$ cat src/pin_override_consts.svh
`ifndef PIN_OVERRIDE_CONSTS_SVH
`define PIN_OVERRIDE_CONSTS_SVH

// Port C pin positions
`define PORTC_TOP_BIT       6
`define PORTC_CLOCK_BIT     5
`define PORTC_DATA_BIT      4
// Pin change source numbering for port C
`define PORTC_PCINT_BASE    8
// Two-wire spike filter minimum pulse, in ns, and clock period in ns
`define SPIKE_MIN_NS        50
`define CLOCK_PERIOD_NS     25
// Least time rounds up to whole cycles
`define SPIKE_MIN_CYCLES    ((`SPIKE_MIN_NS + `CLOCK_PERIOD_NS - 1) / `CLOCK_PERIOD_NS)
// Reset values
`define SYNC_RESET_VALUE    1'b0
`define FILTER_RESET_VALUE  1'b1

`endif

$ cat src/pin_override_pkg.sv
package pin_override_pkg;
  // Per-pin override bundle field layout
  typedef struct packed
  {
    logic pullup_override_enable;
    logic pullup_override_value;
    logic direction_override_enable;
    logic direction_override_value;
    logic port_value_override_enable;
    logic port_value_override_value;
    logic input_enable_override_enable;
    logic input_enable_override_value;
  } pin_override_t;
  typedef enum logic {filter_idle, filter_count} filter_state_t;
endpackage : pin_override_pkg

$ cat src/spike_filter.sv
`timescale 1ns/1ps
`default_nettype none
`include "pin_override_consts.svh"

module spike_filter
  import pin_override_pkg::*;
#(
  parameter int unsigned MIN_CYCLES = `SPIKE_MIN_CYCLES
)
(
  input  wire logic i_clock,
  input  wire logic i_arst_n,
  input  wire logic i_raw,
  output logic      o_filtered
);

  logic          sync1_reg;
  logic          sync2_reg;
  logic          out_reg;
  logic          out_next;
  logic [3:0]    count_reg;
  logic [3:0]    count_next;
  filter_state_t state_reg;
  filter_state_t state_next;

  // New level must persist MIN_CYCLES+1 cycles before output follows
  always_comb
  begin
    out_next   = out_reg;
    count_next = count_reg;
    state_next = state_reg;
    case (state_reg)
      filter_idle:
      begin
        count_next = 4'h1;
        if (sync2_reg != out_reg)
          state_next = filter_count;
      end
      filter_count:
      begin
        if (sync2_reg == out_reg)
          state_next = filter_idle; // Short pulse dropped
        else if (count_reg >= 4'(MIN_CYCLES))
        begin
          out_next   = sync2_reg;
          state_next = filter_idle;
        end
        else
          count_next = count_reg + 4'h1;
      end
      default: state_next = filter_idle;
    endcase
  end

  // Two-stage synchroniser, then filter state
  always_ff @(posedge i_clock or negedge i_arst_n)
  begin
    if (!i_arst_n)
    begin
      sync1_reg <= `FILTER_RESET_VALUE;
      sync2_reg <= `FILTER_RESET_VALUE;
      out_reg   <= `FILTER_RESET_VALUE;
      count_reg <= 4'h0;
      state_reg <= filter_idle;
    end
    else
    begin
      sync1_reg <= i_raw;
      sync2_reg <= sync1_reg;
      out_reg   <= out_next;
      count_reg <= count_next;
      state_reg <= state_next;
    end
  end

  assign o_filtered = out_reg;

  a_filter_no_short: assert property (@(posedge i_clock) disable iff (!i_arst_n)
    $changed(out_reg) |-> $past(sync2_reg) == out_reg
      && $past(sync2_reg, 2) == out_reg)
    else $error("filter passed a short pulse");

endmodule : spike_filter
`default_nettype wire

$ cat src/port_b_c_override.sv
`timescale 1ns/1ps
`default_nettype none
`include "pin_override_consts.svh"

//////////////////////////////////////////////////////////////////////////////
// Function
// - Fuse programmed: top C pin is GPIO
// - Fuse unprogrammed: top C pin is reset
// - As reset pin, its direction/latch/input read zero
// - Top C input enable from fuse or pin change
// - Two-wire enable routes C5 as clock
// - Two-wire enable routes C4 as data
// - Two-wire pins open-drain, value zero
// - Two-wire inputs reject pulses under 50ns
// - C5 input enable: pin change or disable
// - C3..C0 override only input enable
// - Port C bit n is source 8+n
// - B3 value from SPI master or timer2
// - B3 to SPI slave, B0 to capture
// - Analog inputs C5/C4 shared with two-wire
module port_b_c_override
  import pin_override_pkg::*;
#(
  parameter int unsigned SPIKE_CYCLES = `SPIKE_MIN_CYCLES
)
(
  input  wire logic       i_clock,
  input  wire logic       i_arst_n,
  input  wire logic       i_reset_pin_disable_fuse,
  input  wire logic       i_global_pullup_disable,
  input  wire logic       i_spi_enable_bit,
  input  wire logic       i_spi_master_select,
  input  wire logic       i_spi_master_out,
  input  wire logic       i_timer2_compare_a_enable,
  input  wire logic       i_timer2_compare_a_out,
  input  wire logic       i_timer1_compare_a_enable,
  input  wire logic       i_timer1_compare_a_out,
  input  wire logic       i_timer1_compare_b_enable,
  input  wire logic       i_timer1_compare_b_out,
  input  wire logic       i_two_wire_enable,
  input  wire logic       i_two_wire_clock_out,
  input  wire logic       i_two_wire_data_out,
  input  wire logic       i_pin_change_group0_enable,
  input  wire logic       i_pin_change_group1_enable,
  input  wire logic [3:0] i_portb_pcint_mask,
  input  wire logic [6:0] i_portc_pcint_mask,
  input  wire logic [5:0] i_analog_digital_input_disable,
  input  wire logic [3:0] i_portb_latch,
  input  wire logic [6:0] i_portc_direction,
  input  wire logic [6:0] i_portc_latch,
  input  wire logic [3:0] i_portb_pin,
  input  wire logic [6:0] i_portc_pin,
  output logic [3:0]      o_portb_pullup_override_enable,
  output logic [3:0]      o_portb_pullup_override_value,
  output logic [3:0]      o_portb_direction_override_enable,
  output logic [3:0]      o_portb_direction_override_value,
  output logic [3:0]      o_portb_port_value_override_enable,
  output logic [3:0]      o_portb_port_value_override_value,
  output logic [3:0]      o_portb_input_enable_override_enable,
  output logic [3:0]      o_portb_input_enable_override_value,
  output logic [6:0]      o_portc_pullup_override_enable,
  output logic [6:0]      o_portc_pullup_override_value,
  output logic [6:0]      o_portc_direction_override_enable,
  output logic [6:0]      o_portc_direction_override_value,
  output logic [6:0]      o_portc_port_value_override_enable,
  output logic [6:0]      o_portc_port_value_override_value,
  output logic [6:0]      o_portc_input_enable_override_enable,
  output logic [6:0]      o_portc_input_enable_override_value,
  output logic [14:0]     o_pin_change_source,
  output logic            o_spi_slave_data_in,
  output logic            o_spi_slave_select_n,
  output logic            o_timer1_capture_input,
  output logic            o_two_wire_clock_in,
  output logic            o_two_wire_data_in,
  output logic            o_reset_pin_connect,
  output logic            o_reset_pin_level,
  output logic [6:0]      o_portc_direction_read,
  output logic [6:0]      o_portc_latch_read,
  output logic [6:0]      o_portc_pin_read
);

  //////////////////////////////////////////////////////////////////////////
  // Pin input synchronisers; first stage read only by the second
  logic [3:0] b_sync1_reg;
  logic [3:0] b_sync2_reg;
  logic [6:0] c_sync1_reg;
  logic [6:0] c_sync2_reg;
  logic [3:0] b_data_reg;
  logic [3:0] b_data_next;
  logic [6:0] c_data_reg;
  logic [6:0] c_data_next;
  logic [14:0] pcint_reg;
  logic [14:0] pcint_next;
  logic       spi_slave_in_reg;
  logic       spi_slave_in_next;
  logic       ss_n_reg;
  logic       ss_n_next;
  logic       capture_reg;
  logic       capture_next;
  logic       rst_level_reg;
  logic       rst_level_next;
  logic [6:0] c_dir_rd_reg;
  logic [6:0] c_dir_rd_next;
  logic [6:0] c_lat_rd_reg;
  logic [6:0] c_lat_rd_next;
  logic [6:0] c_pin_rd_reg;
  logic [6:0] c_pin_rd_next;

  logic          spi_slave;
  logic          spi_master;
  logic          reset_as_pin;
  logic [3:0]    b_pc_term;
  logic [6:0]    c_pc_term;
  pin_override_t b_ovr [3:0];
  pin_override_t c_ovr [6:0];

  always_ff @(posedge i_clock or negedge i_arst_n)
  begin
    if (!i_arst_n)
    begin
      b_sync1_reg <= {4{`SYNC_RESET_VALUE}};
      b_sync2_reg <= {4{`SYNC_RESET_VALUE}};
      c_sync1_reg <= {7{`SYNC_RESET_VALUE}};
      c_sync2_reg <= {7{`SYNC_RESET_VALUE}};
    end
    else
    begin
      b_sync1_reg <= i_portb_pin;
      b_sync2_reg <= b_sync1_reg;
      c_sync1_reg <= i_portc_pin;
      c_sync2_reg <= c_sync1_reg;
    end
  end

  //////////////////////////////////////////////////////////////////////////
  // Mode decode
  assign spi_slave    = i_spi_enable_bit & ~i_spi_master_select;
  assign spi_master   = i_spi_enable_bit & i_spi_master_select;
  // Fuse programmed reads as 1 here
  assign reset_as_pin = ~i_reset_pin_disable_fuse;
  assign b_pc_term    = i_portb_pcint_mask & {4{i_pin_change_group0_enable}};
  assign c_pc_term    = i_portc_pcint_mask & {7{i_pin_change_group1_enable}};

  //////////////////////////////////////////////////////////////////////////
  // Port B override decode, one entry per pin
  always_comb
  begin
    for (int i = 0; i < 4; i++)
    begin
      b_ovr[i] = '0;
      // Input enable on pin change term, value 1
      b_ovr[i].input_enable_override_enable = b_pc_term[i];
      b_ovr[i].input_enable_override_value  = 1'b1;
    end
    // SPI slave forces B3/B2 to input, pull-up from latch
    for (int i = 2; i < 4; i++)
    begin
      b_ovr[i].pullup_override_enable    = spi_slave;
      b_ovr[i].pullup_override_value     =
        i_portb_latch[i] & ~i_global_pullup_disable;
      b_ovr[i].direction_override_enable = spi_slave;
      b_ovr[i].direction_override_value  = 1'b0;
    end
    // OR of both drivers; either enable alone sets the override, value ORs both outputs
    b_ovr[3].port_value_override_enable =
      spi_master | i_timer2_compare_a_enable;
    b_ovr[3].port_value_override_value  =
      i_spi_master_out | i_timer2_compare_a_out;
    b_ovr[2].port_value_override_enable = i_timer1_compare_b_enable;
    b_ovr[2].port_value_override_value  = i_timer1_compare_b_out;
    b_ovr[1].port_value_override_enable = i_timer1_compare_a_enable;
    b_ovr[1].port_value_override_value  = i_timer1_compare_a_out;
  end

  //////////////////////////////////////////////////////////////////////////
  // Port C override decode
  always_comb
  begin
    for (int i = 0; i < 7; i++)
      c_ovr[i] = '0;
    // C3..C0 and C5/C4: input enable from pin change or analog disable
    for (int i = 0; i < 6; i++)
    begin
      c_ovr[i].input_enable_override_enable =
        c_pc_term[i] | i_analog_digital_input_disable[i];
      c_ovr[i].input_enable_override_value  = c_pc_term[i];
    end
    c_ovr[5].input_enable_override_enable = c_pc_term[5]
      | i_analog_digital_input_disable[5];
    // Two-wire mode: open drain, pull-up still from latch
    for (int i = `PORTC_DATA_BIT; i <= `PORTC_CLOCK_BIT; i++)
    begin
      c_ovr[i].pullup_override_enable     = i_two_wire_enable;
      c_ovr[i].pullup_override_value      =
        i_portc_latch[i] & ~i_global_pullup_disable;
      c_ovr[i].direction_override_enable  = i_two_wire_enable;
      c_ovr[i].port_value_override_enable = i_two_wire_enable;
      c_ovr[i].port_value_override_value  = 1'b0;
    end
    c_ovr[`PORTC_CLOCK_BIT].direction_override_value =
      i_two_wire_clock_out;
    c_ovr[`PORTC_DATA_BIT].direction_override_value  =
      i_two_wire_data_out;
    // Top pin: GPIO override when fuse programmed
    c_ovr[6].pullup_override_enable       = i_reset_pin_disable_fuse;
    c_ovr[6].pullup_override_value        = 1'b1;
    c_ovr[6].direction_override_enable    = i_reset_pin_disable_fuse;
    c_ovr[6].input_enable_override_enable =
      i_reset_pin_disable_fuse | c_pc_term[6];
    c_ovr[6].input_enable_override_value  = i_reset_pin_disable_fuse;
  end

  // Unpack per-pin bundles to port vectors
  generate
    for (genvar g = 0; g < 4; g++)
    begin : gen_b
      assign o_portb_pullup_override_enable[g]       = b_ovr[g].pullup_override_enable;
      assign o_portb_pullup_override_value[g]        = b_ovr[g].pullup_override_value;
      assign o_portb_direction_override_enable[g]    = b_ovr[g].direction_override_enable;
      assign o_portb_direction_override_value[g]     = b_ovr[g].direction_override_value;
      assign o_portb_port_value_override_enable[g]   = b_ovr[g].port_value_override_enable;
      assign o_portb_port_value_override_value[g]    = b_ovr[g].port_value_override_value;
      assign o_portb_input_enable_override_enable[g] = b_ovr[g].input_enable_override_enable;
      assign o_portb_input_enable_override_value[g]  = b_ovr[g].input_enable_override_value;
    end
    for (genvar g = 0; g < 7; g++)
    begin : gen_c
      assign o_portc_pullup_override_enable[g]       = c_ovr[g].pullup_override_enable;
      assign o_portc_pullup_override_value[g]        = c_ovr[g].pullup_override_value;
      assign o_portc_direction_override_enable[g]    = c_ovr[g].direction_override_enable;
      assign o_portc_direction_override_value[g]     = c_ovr[g].direction_override_value;
      assign o_portc_port_value_override_enable[g]   = c_ovr[g].port_value_override_enable;
      assign o_portc_port_value_override_value[g]    = c_ovr[g].port_value_override_value;
      assign o_portc_input_enable_override_enable[g] = c_ovr[g].input_enable_override_enable;
      assign o_portc_input_enable_override_value[g]  = c_ovr[g].input_enable_override_value;
    end
  endgenerate

  //////////////////////////////////////////////////////////////////////////
  // Registered input routing to peripherals
  always_comb
  begin
    // Port B input reads 0 without its pin change term; port C is not masked
    b_data_next = b_sync2_reg & b_pc_term;
    c_data_next = c_sync2_reg;
    pcint_next  = '0;
    pcint_next[3:0] = b_sync2_reg & b_pc_term;
    // Port C bit n feeds source 8+n, gated by group enable
    pcint_next[14:8] = c_sync2_reg & c_pc_term;
    spi_slave_in_next = b_sync2_reg[3];
    ss_n_next         = spi_slave ? b_sync2_reg[2] : 1'b1;
    capture_next      = b_sync2_reg[0];
    rst_level_next    = reset_as_pin ? c_sync2_reg[6] : 1'b1;
    // Reset-pin use hides the top bit from software
    c_dir_rd_next = i_portc_direction;
    c_lat_rd_next = i_portc_latch;
    c_pin_rd_next = c_data_next;
    if (reset_as_pin)
    begin
      c_dir_rd_next[6] = 1'b0;
      c_lat_rd_next[6] = 1'b0;
      c_pin_rd_next[6] = 1'b0;
    end
  end

  always_ff @(posedge i_clock or negedge i_arst_n)
  begin
    if (!i_arst_n)
    begin
      b_data_reg       <= '0;
      c_data_reg       <= '0;
      pcint_reg        <= '0;
      spi_slave_in_reg <= 1'b0;
      ss_n_reg         <= 1'b1;
      capture_reg      <= 1'b0;
      rst_level_reg    <= 1'b1;
      c_dir_rd_reg     <= '0;
      c_lat_rd_reg     <= '0;
      c_pin_rd_reg     <= '0;
    end
    else
    begin
      b_data_reg       <= b_data_next;
      c_data_reg       <= c_data_next;
      pcint_reg        <= pcint_next;
      spi_slave_in_reg <= spi_slave_in_next;
      ss_n_reg         <= ss_n_next;
      capture_reg      <= capture_next;
      rst_level_reg    <= rst_level_next;
      c_dir_rd_reg     <= c_dir_rd_next;
      c_lat_rd_reg     <= c_lat_rd_next;
      c_pin_rd_reg     <= c_pin_rd_next;
    end
  end

  //////////////////////////////////////////////////////////////////////////
  // Two-wire inputs: same pad as analog inputs 5 and 4, filtered
  spike_filter #(.MIN_CYCLES(SPIKE_CYCLES)) u_clock_filter
  (
    .i_clock    (i_clock),
    .i_arst_n   (i_arst_n),
    .i_raw      (i_portc_pin[`PORTC_CLOCK_BIT]),
    .o_filtered (o_two_wire_clock_in)
  );

  spike_filter #(.MIN_CYCLES(SPIKE_CYCLES)) u_data_filter
  (
    .i_clock    (i_clock),
    .i_arst_n   (i_arst_n),
    .i_raw      (i_portc_pin[`PORTC_DATA_BIT]),
    .o_filtered (o_two_wire_data_in)
  );

  assign o_pin_change_source    = pcint_reg;
  assign o_spi_slave_data_in    = spi_slave_in_reg;
  assign o_spi_slave_select_n   = ss_n_reg;
  assign o_timer1_capture_input = capture_reg;
  assign o_reset_pin_connect    = reset_as_pin;
  assign o_reset_pin_level      = rst_level_reg;
  assign o_portc_direction_read = c_dir_rd_reg;
  assign o_portc_latch_read     = c_lat_rd_reg;
  assign o_portc_pin_read       = c_pin_rd_reg;

  //////////////////////////////////////////////////////////////////////////
  // Checks
  a_reset_reads_zero: assert property (@(posedge i_clock) disable iff (!i_arst_n)
    $past(reset_as_pin) |-> !o_portc_direction_read[6]
      && !o_portc_latch_read[6] && !o_portc_pin_read[6])
    else $error("reset pin bits not zero");
  a_top_input_enable: assert property (@(posedge i_clock) disable iff (!i_arst_n)
    o_portc_input_enable_override_enable[6] == (i_reset_pin_disable_fuse
      | (i_portc_pcint_mask[6] & i_pin_change_group1_enable)))
    else $error("top pin input enable wrong");
  a_two_wire_clock: assert property (@(posedge i_clock) disable iff (!i_arst_n)
    i_two_wire_enable |-> o_portc_direction_override_value[5]
      == i_two_wire_clock_out)
    else $error("clock pin not routed");
  a_two_wire_data: assert property (@(posedge i_clock) disable iff (!i_arst_n)
    i_two_wire_enable |-> o_portc_direction_override_value[4]
      == i_two_wire_data_out)
    else $error("data pin not routed");
  a_open_drain_zero: assert property (@(posedge i_clock) disable iff (!i_arst_n)
    i_two_wire_enable |-> o_portc_port_value_override_enable[5:4] == 2'b11
      && o_portc_port_value_override_value[5:4] == 2'b00)
    else $error("two-wire not open drain");
  a_low_c_only_input: assert property (@(posedge i_clock) disable iff (!i_arst_n)
    o_portc_port_value_override_enable[3:0] == 4'h0
      && o_portc_direction_override_enable[3:0] == 4'h0)
    else $error("low port C overridden");
  a_pcint_mapping: assert property (@(posedge i_clock) disable iff (!i_arst_n)
    o_pin_change_source[14:8] == ($past(c_sync2_reg)
      & $past(c_pc_term)))
    else $error("pin change mapping wrong");
  a_b3_value: assert property (@(posedge i_clock) disable iff (!i_arst_n)
    (spi_master && !i_timer2_compare_a_enable) |->
      o_portb_port_value_override_value[3] ==
      (i_spi_master_out | i_timer2_compare_a_out))
    else $error("port B3 value wrong");
  a_spi_slave_input: assert property (@(posedge i_clock) disable iff (!i_arst_n)
    spi_slave |-> o_portb_direction_override_enable[3:2] == 2'b11
      && o_portb_direction_override_value[3:2] == 2'b00)
    else $error("SPI slave pins not input");
  c_two_wire_on: cover property (@(posedge i_clock) i_two_wire_enable);
  c_reset_as_gpio: cover property (@(posedge i_clock) i_reset_pin_disable_fuse);
  c_spi_slave: cover property (@(posedge i_clock) spi_slave);

endmodule : port_b_c_override
`default_nettype wire

$ cat config.mk
export PLATFORM = sky130hd
export DESIGN_NAME = port_b_c_override
export DESIGN_NICKNAME = d
export VERILOG_FILES = /design/src/pin_override_pkg.sv /design/src/spike_filter.sv /design/src/port_b_c_override.sv
export VERILOG_INCLUDE_DIRS = /design/src
export SDC_FILE = /design/constraint.sdc
export NUM_CORES = 1
export LEC_CHECK = 0
export BUFFER_PORTS_ARGS = -buffer_cell sky130_fd_sc_hd__buf_2
export CAP_MARGIN = 20
export CORE_MARGIN = 4
export CORE_UTILIZATION = 40
export CTS_CLUSTER_DIAMETER = 200
export DETAILED_ROUTE_END_ITERATION = 7
export GPL_TIMING_DRIVEN = 0
export PLACE_DENSITY = 0.83
export SLEW_MARGIN = 20
export SYNTH_ARGS = -nofsm -noshare
export SYNTH_HDL_FRONTEND = slang
export SYNTH_HIERARCHICAL = 1
export SYNTH_SLANG_ARGS = --single-unit
export TNS_END_PERCENT = 100
$ cat constraint.sdc
create_clock -name i_clock -period 4.2 [get_ports i_clock]
set_input_delay 0.84 -clock i_clock [delete_from_list [all_inputs] [get_ports i_clock]]
set_output_delay 0.84 -clock i_clock [all_outputs]
set_load 0.01 [all_outputs]
==> flow_summary.json <==
{
  "path_max_fanout": 4,
  "overflow": 0,
  "die_width_microns": 93.2,
  "rows": 30,
  "power_leakage_uw": 0.00235,
  "power_density_nw_per_um2": 405,
  "syn2layout_area_growth_pct": 40.3,
  "max_cap_viol_count": 0,
  "rsz0062_at_grt": "false",
  "worst-path-buf-inv": 3,
  "vdd_drop_max_v": 0.000161,
  "die-area_sq_um": 8690,
  "grt_usage": 0.143,
  "finClkSkew_ns": 0.00665,
  "p_sw_frac": 0.282,
  "yosysWarnings": 6,
  "tns_ns": 0,
  "synth_edf_count": 0,
  "numCtsBuffers": 9,
  "finalHoldViolations": 0,
  "clock_sinks": 74,
  "synth_top_area_share": 0.568,
  "fin_hold_ws_ns": 0.343,
  "cpMostUsedCell": "buf_2",
  "gp_congestion": 0.695,
  "ys_top_cells_by_count": "buf_4 (69), dfrtp_1 (66), and2_1 (15)",
  "largest_register_ffs": 11,
  "reg2reg_slack_ns": 2.41,
  "yosys_most_used_dff": "dfrtp_1",
  "utilization": 0.590,
  "postSynth.asyncResetShare": 1.00,
  "design.core.area_sq_um": 6910,
  "nNetsFinal": 486,
  "path_cells": "buf_2 > nor2b_1 > buf_4 > buf_2",
  "diodes": 0,
  "drt-wirelength-per-cell_microns": 11.9,
  "hold_path_class": "flop to flop",
  "ys_seq_area_frac": 0.641,
  "cts_buffer_depth": 2,
  "period_needed_ns": 2.32,
  "switching_power_uw": 466,
  "worstSetupPathType": "input port to output pin",
  "cts_hold_buf": 0,
  "status": "finished, final reports clean",
  "grt_pass1_vias": 2120,
  "syn_area_sq_um": 2910,
  "power_uw": 1650,
  "cp.required_ns": 3.36,
  "cp_data_arrival_time_ns": 1.48,
  "grt_max_degree": 46,
  "die_y_microns": 93.2,
  "dp_cells": 503,
  "portBuffers": 134,
  "layout-drive-gt1-share": 0.556,
  "final_cells": 519,
  "yosys-top-cells-area": "dfrtp_1 (57%), buf_4 (18%), dfstp_2 (7.2%)",
  "avgViaCountPerCell": 3.92,
  "first_pass_iters": 4,
  "crit_family": "buffers and inverters",
  "drc": 0,
  "crit_slowest_cell": "nor2b_1",
  "post_cts_buffers": 0,
  "grt_pass1_wl_microns": 9630,
  "htreeDepth": 3,
  "yosys.area.top_type": "dfrtp_1",
  "ys_types": 25,
  "cts_tree": "yes",
  "report.final.slew_viol_count": 0,
  "ant_nets": 0,
  "p_clk_frac": 0.290,
  "grt_antenna_before_repair": 0,
  "final_min_period_over_clock_period": 0.551,
  "wirelength_microns": 6170,
  "cpPeakStageDelay_ns": 0.26,
  "start_util": 0.421,
  "syn_avg_cell_area_sq_um": 13.0,
  "yosysMostFrequentCell": "buf_4",
  "io_pins": 195,
  "max_freq_mhz": 432,
  "setup_viol": 0,
  "via_count": 2032,
  "worstSetupStartpointType": "input port",
  "netlist_instances": 224,
  "detail_route.iter0.violations": 22,
  "crit_path_end_kind": "output pin",
  "power.share.sequential": 0.507,
  "ys_ff_latch": 74,
  "dp_hpwl_microns": 5080,
  "intPower_uw": 1190,
  "combPwrFrac": 0.203,
  "cts_resized": 0,
  "clock-root-buffer": "clkbuf_8",
  "path_clk_slew_ns": 0.08,
  "clock_latency_ns": 0.33
}
## logic make-up (layout without fill, tap and decap cells)
kind of cell / Yosys count / count (layout) / synth area share
xor gates and xnor gates: 2 / 2 / 0.00603
adders and majority gates: 4 / 4 / 0.0172
other: 2 / 50 / 0.00258
DFF: 74 / 74 / 0.641
muxes: 2 / 2 / 0.00775
and+or+nand+nor: 48 / 48 / 0.0982
buffers and inverters: 76 / 227 / 0.189
AOI/OAI and AO/OA: 16 / 16 / 0.0383
## worst paths after layout
path / start / endpoint / cells after the start
min reg2reg: b_sync1_reg[0]$_DFF_PN0_ / b_sync2_reg[0]$_DFF_PN0_ / 0
max: i_spi_enable_bit / o_portb_direction_override_enable[3] / 4
min: b_sync1_reg[0]$_DFF_PN0_ / b_sync2_reg[0]$_DFF_PN0_ / 0
max in group asynchronous: i_arst_n / o_reset_pin_level$_DFF_PN1_ / 2
max reg2reg: u_clock_filter/count_reg[0]$_DFFE_PN0P_ / u_clock_filter/count_reg[0]$_DFFE_PN0P_ / 6
min in group asynchronous: i_arst_n / u_clock_filter/count_reg[2]$_DFFE_PN0P_ / 1
## area by class of cell
cell class	instances	area, sq um
clock buffer	10	138
inverter	3	11.3
tap	96	120
sequential	74	1860
multi-input combinational	122	674
fill	594	2830
timing repair buffer	135	693
clock inverter	6	40.0
buffer	73	538
## cells in the final DEF, fill, tap and decap left out
| cell | instances |
|---|---|
| buf_12 | 1 |
| ha_1 | 4 |
| nand2_1 | 6 |
| conb_1 | 50 |
| dfstp_2 | 8 |
| clkbuf_8 | 10 |
| and2_1 | 15 |
| o21a_1 | 2 |
| buf_2 | 137 |
| xnor2_1 | 2 |
| nor3_1 | 2 |
| a21o_2 | 1 |
| or2_1 | 2 |
| buf_4 | 70 |
| mux2_2 | 2 |
| a21o_1 | 7 |
| or3_1 | 2 |
| nor2b_1 | 5 |
| inv_1 | 3 |
| or3b_1 | 1 |
| dfrtp_1 | 66 |
| or4_1 | 2 |
| o31ai_1 | 2 |
| and3_1 | 11 |
| inv_6 | 1 |
| nand3_1 | 2 |
| clkinvlp_4 | 1 |
| o21ai_0 | 2 |
| clkinv_4 | 1 |
| a21oi_1 | 2 |
| clkinv_2 | 3 |
## layer usage
layer / global-route usage / part of all wire / up-vias
li1: - / - / 987
met5: 0 / 0 / -
met1: 0.154 / 0.36 / 921
met4: 0.0293 / 0.0065 / 0
met3: 0.0676 / 0.12 / 5
met2: 0.254 / 0.51 / 119
## worst reg2reg max path: stages, from the launching register on
cell,delay [ns]
dfrtp_1,0.40
inv_1,0.06
ha_1,0.19
or4_1,0.49
buf_2,0.17
or3_1,0.34
nand3_1,0.09
## stage by stage
stage	instance area, sq um	setup WS, ns
floorplan	3090	2.16
global placement	3880	1.90
detailed placement	3900	1.90
CTS	4080	1.89
global route	4080	1.82
finish	4080	1.88
## power groups by stage
stage,logic (uW),registers (uW),clock network [uW]
floorplan,205,854,0
global placement,322,845,0
detailed placement,336,850,0
CTS,338,837,501
global route,376,849,534
finish,336,837,479
(Power assumes the default switching activity.)
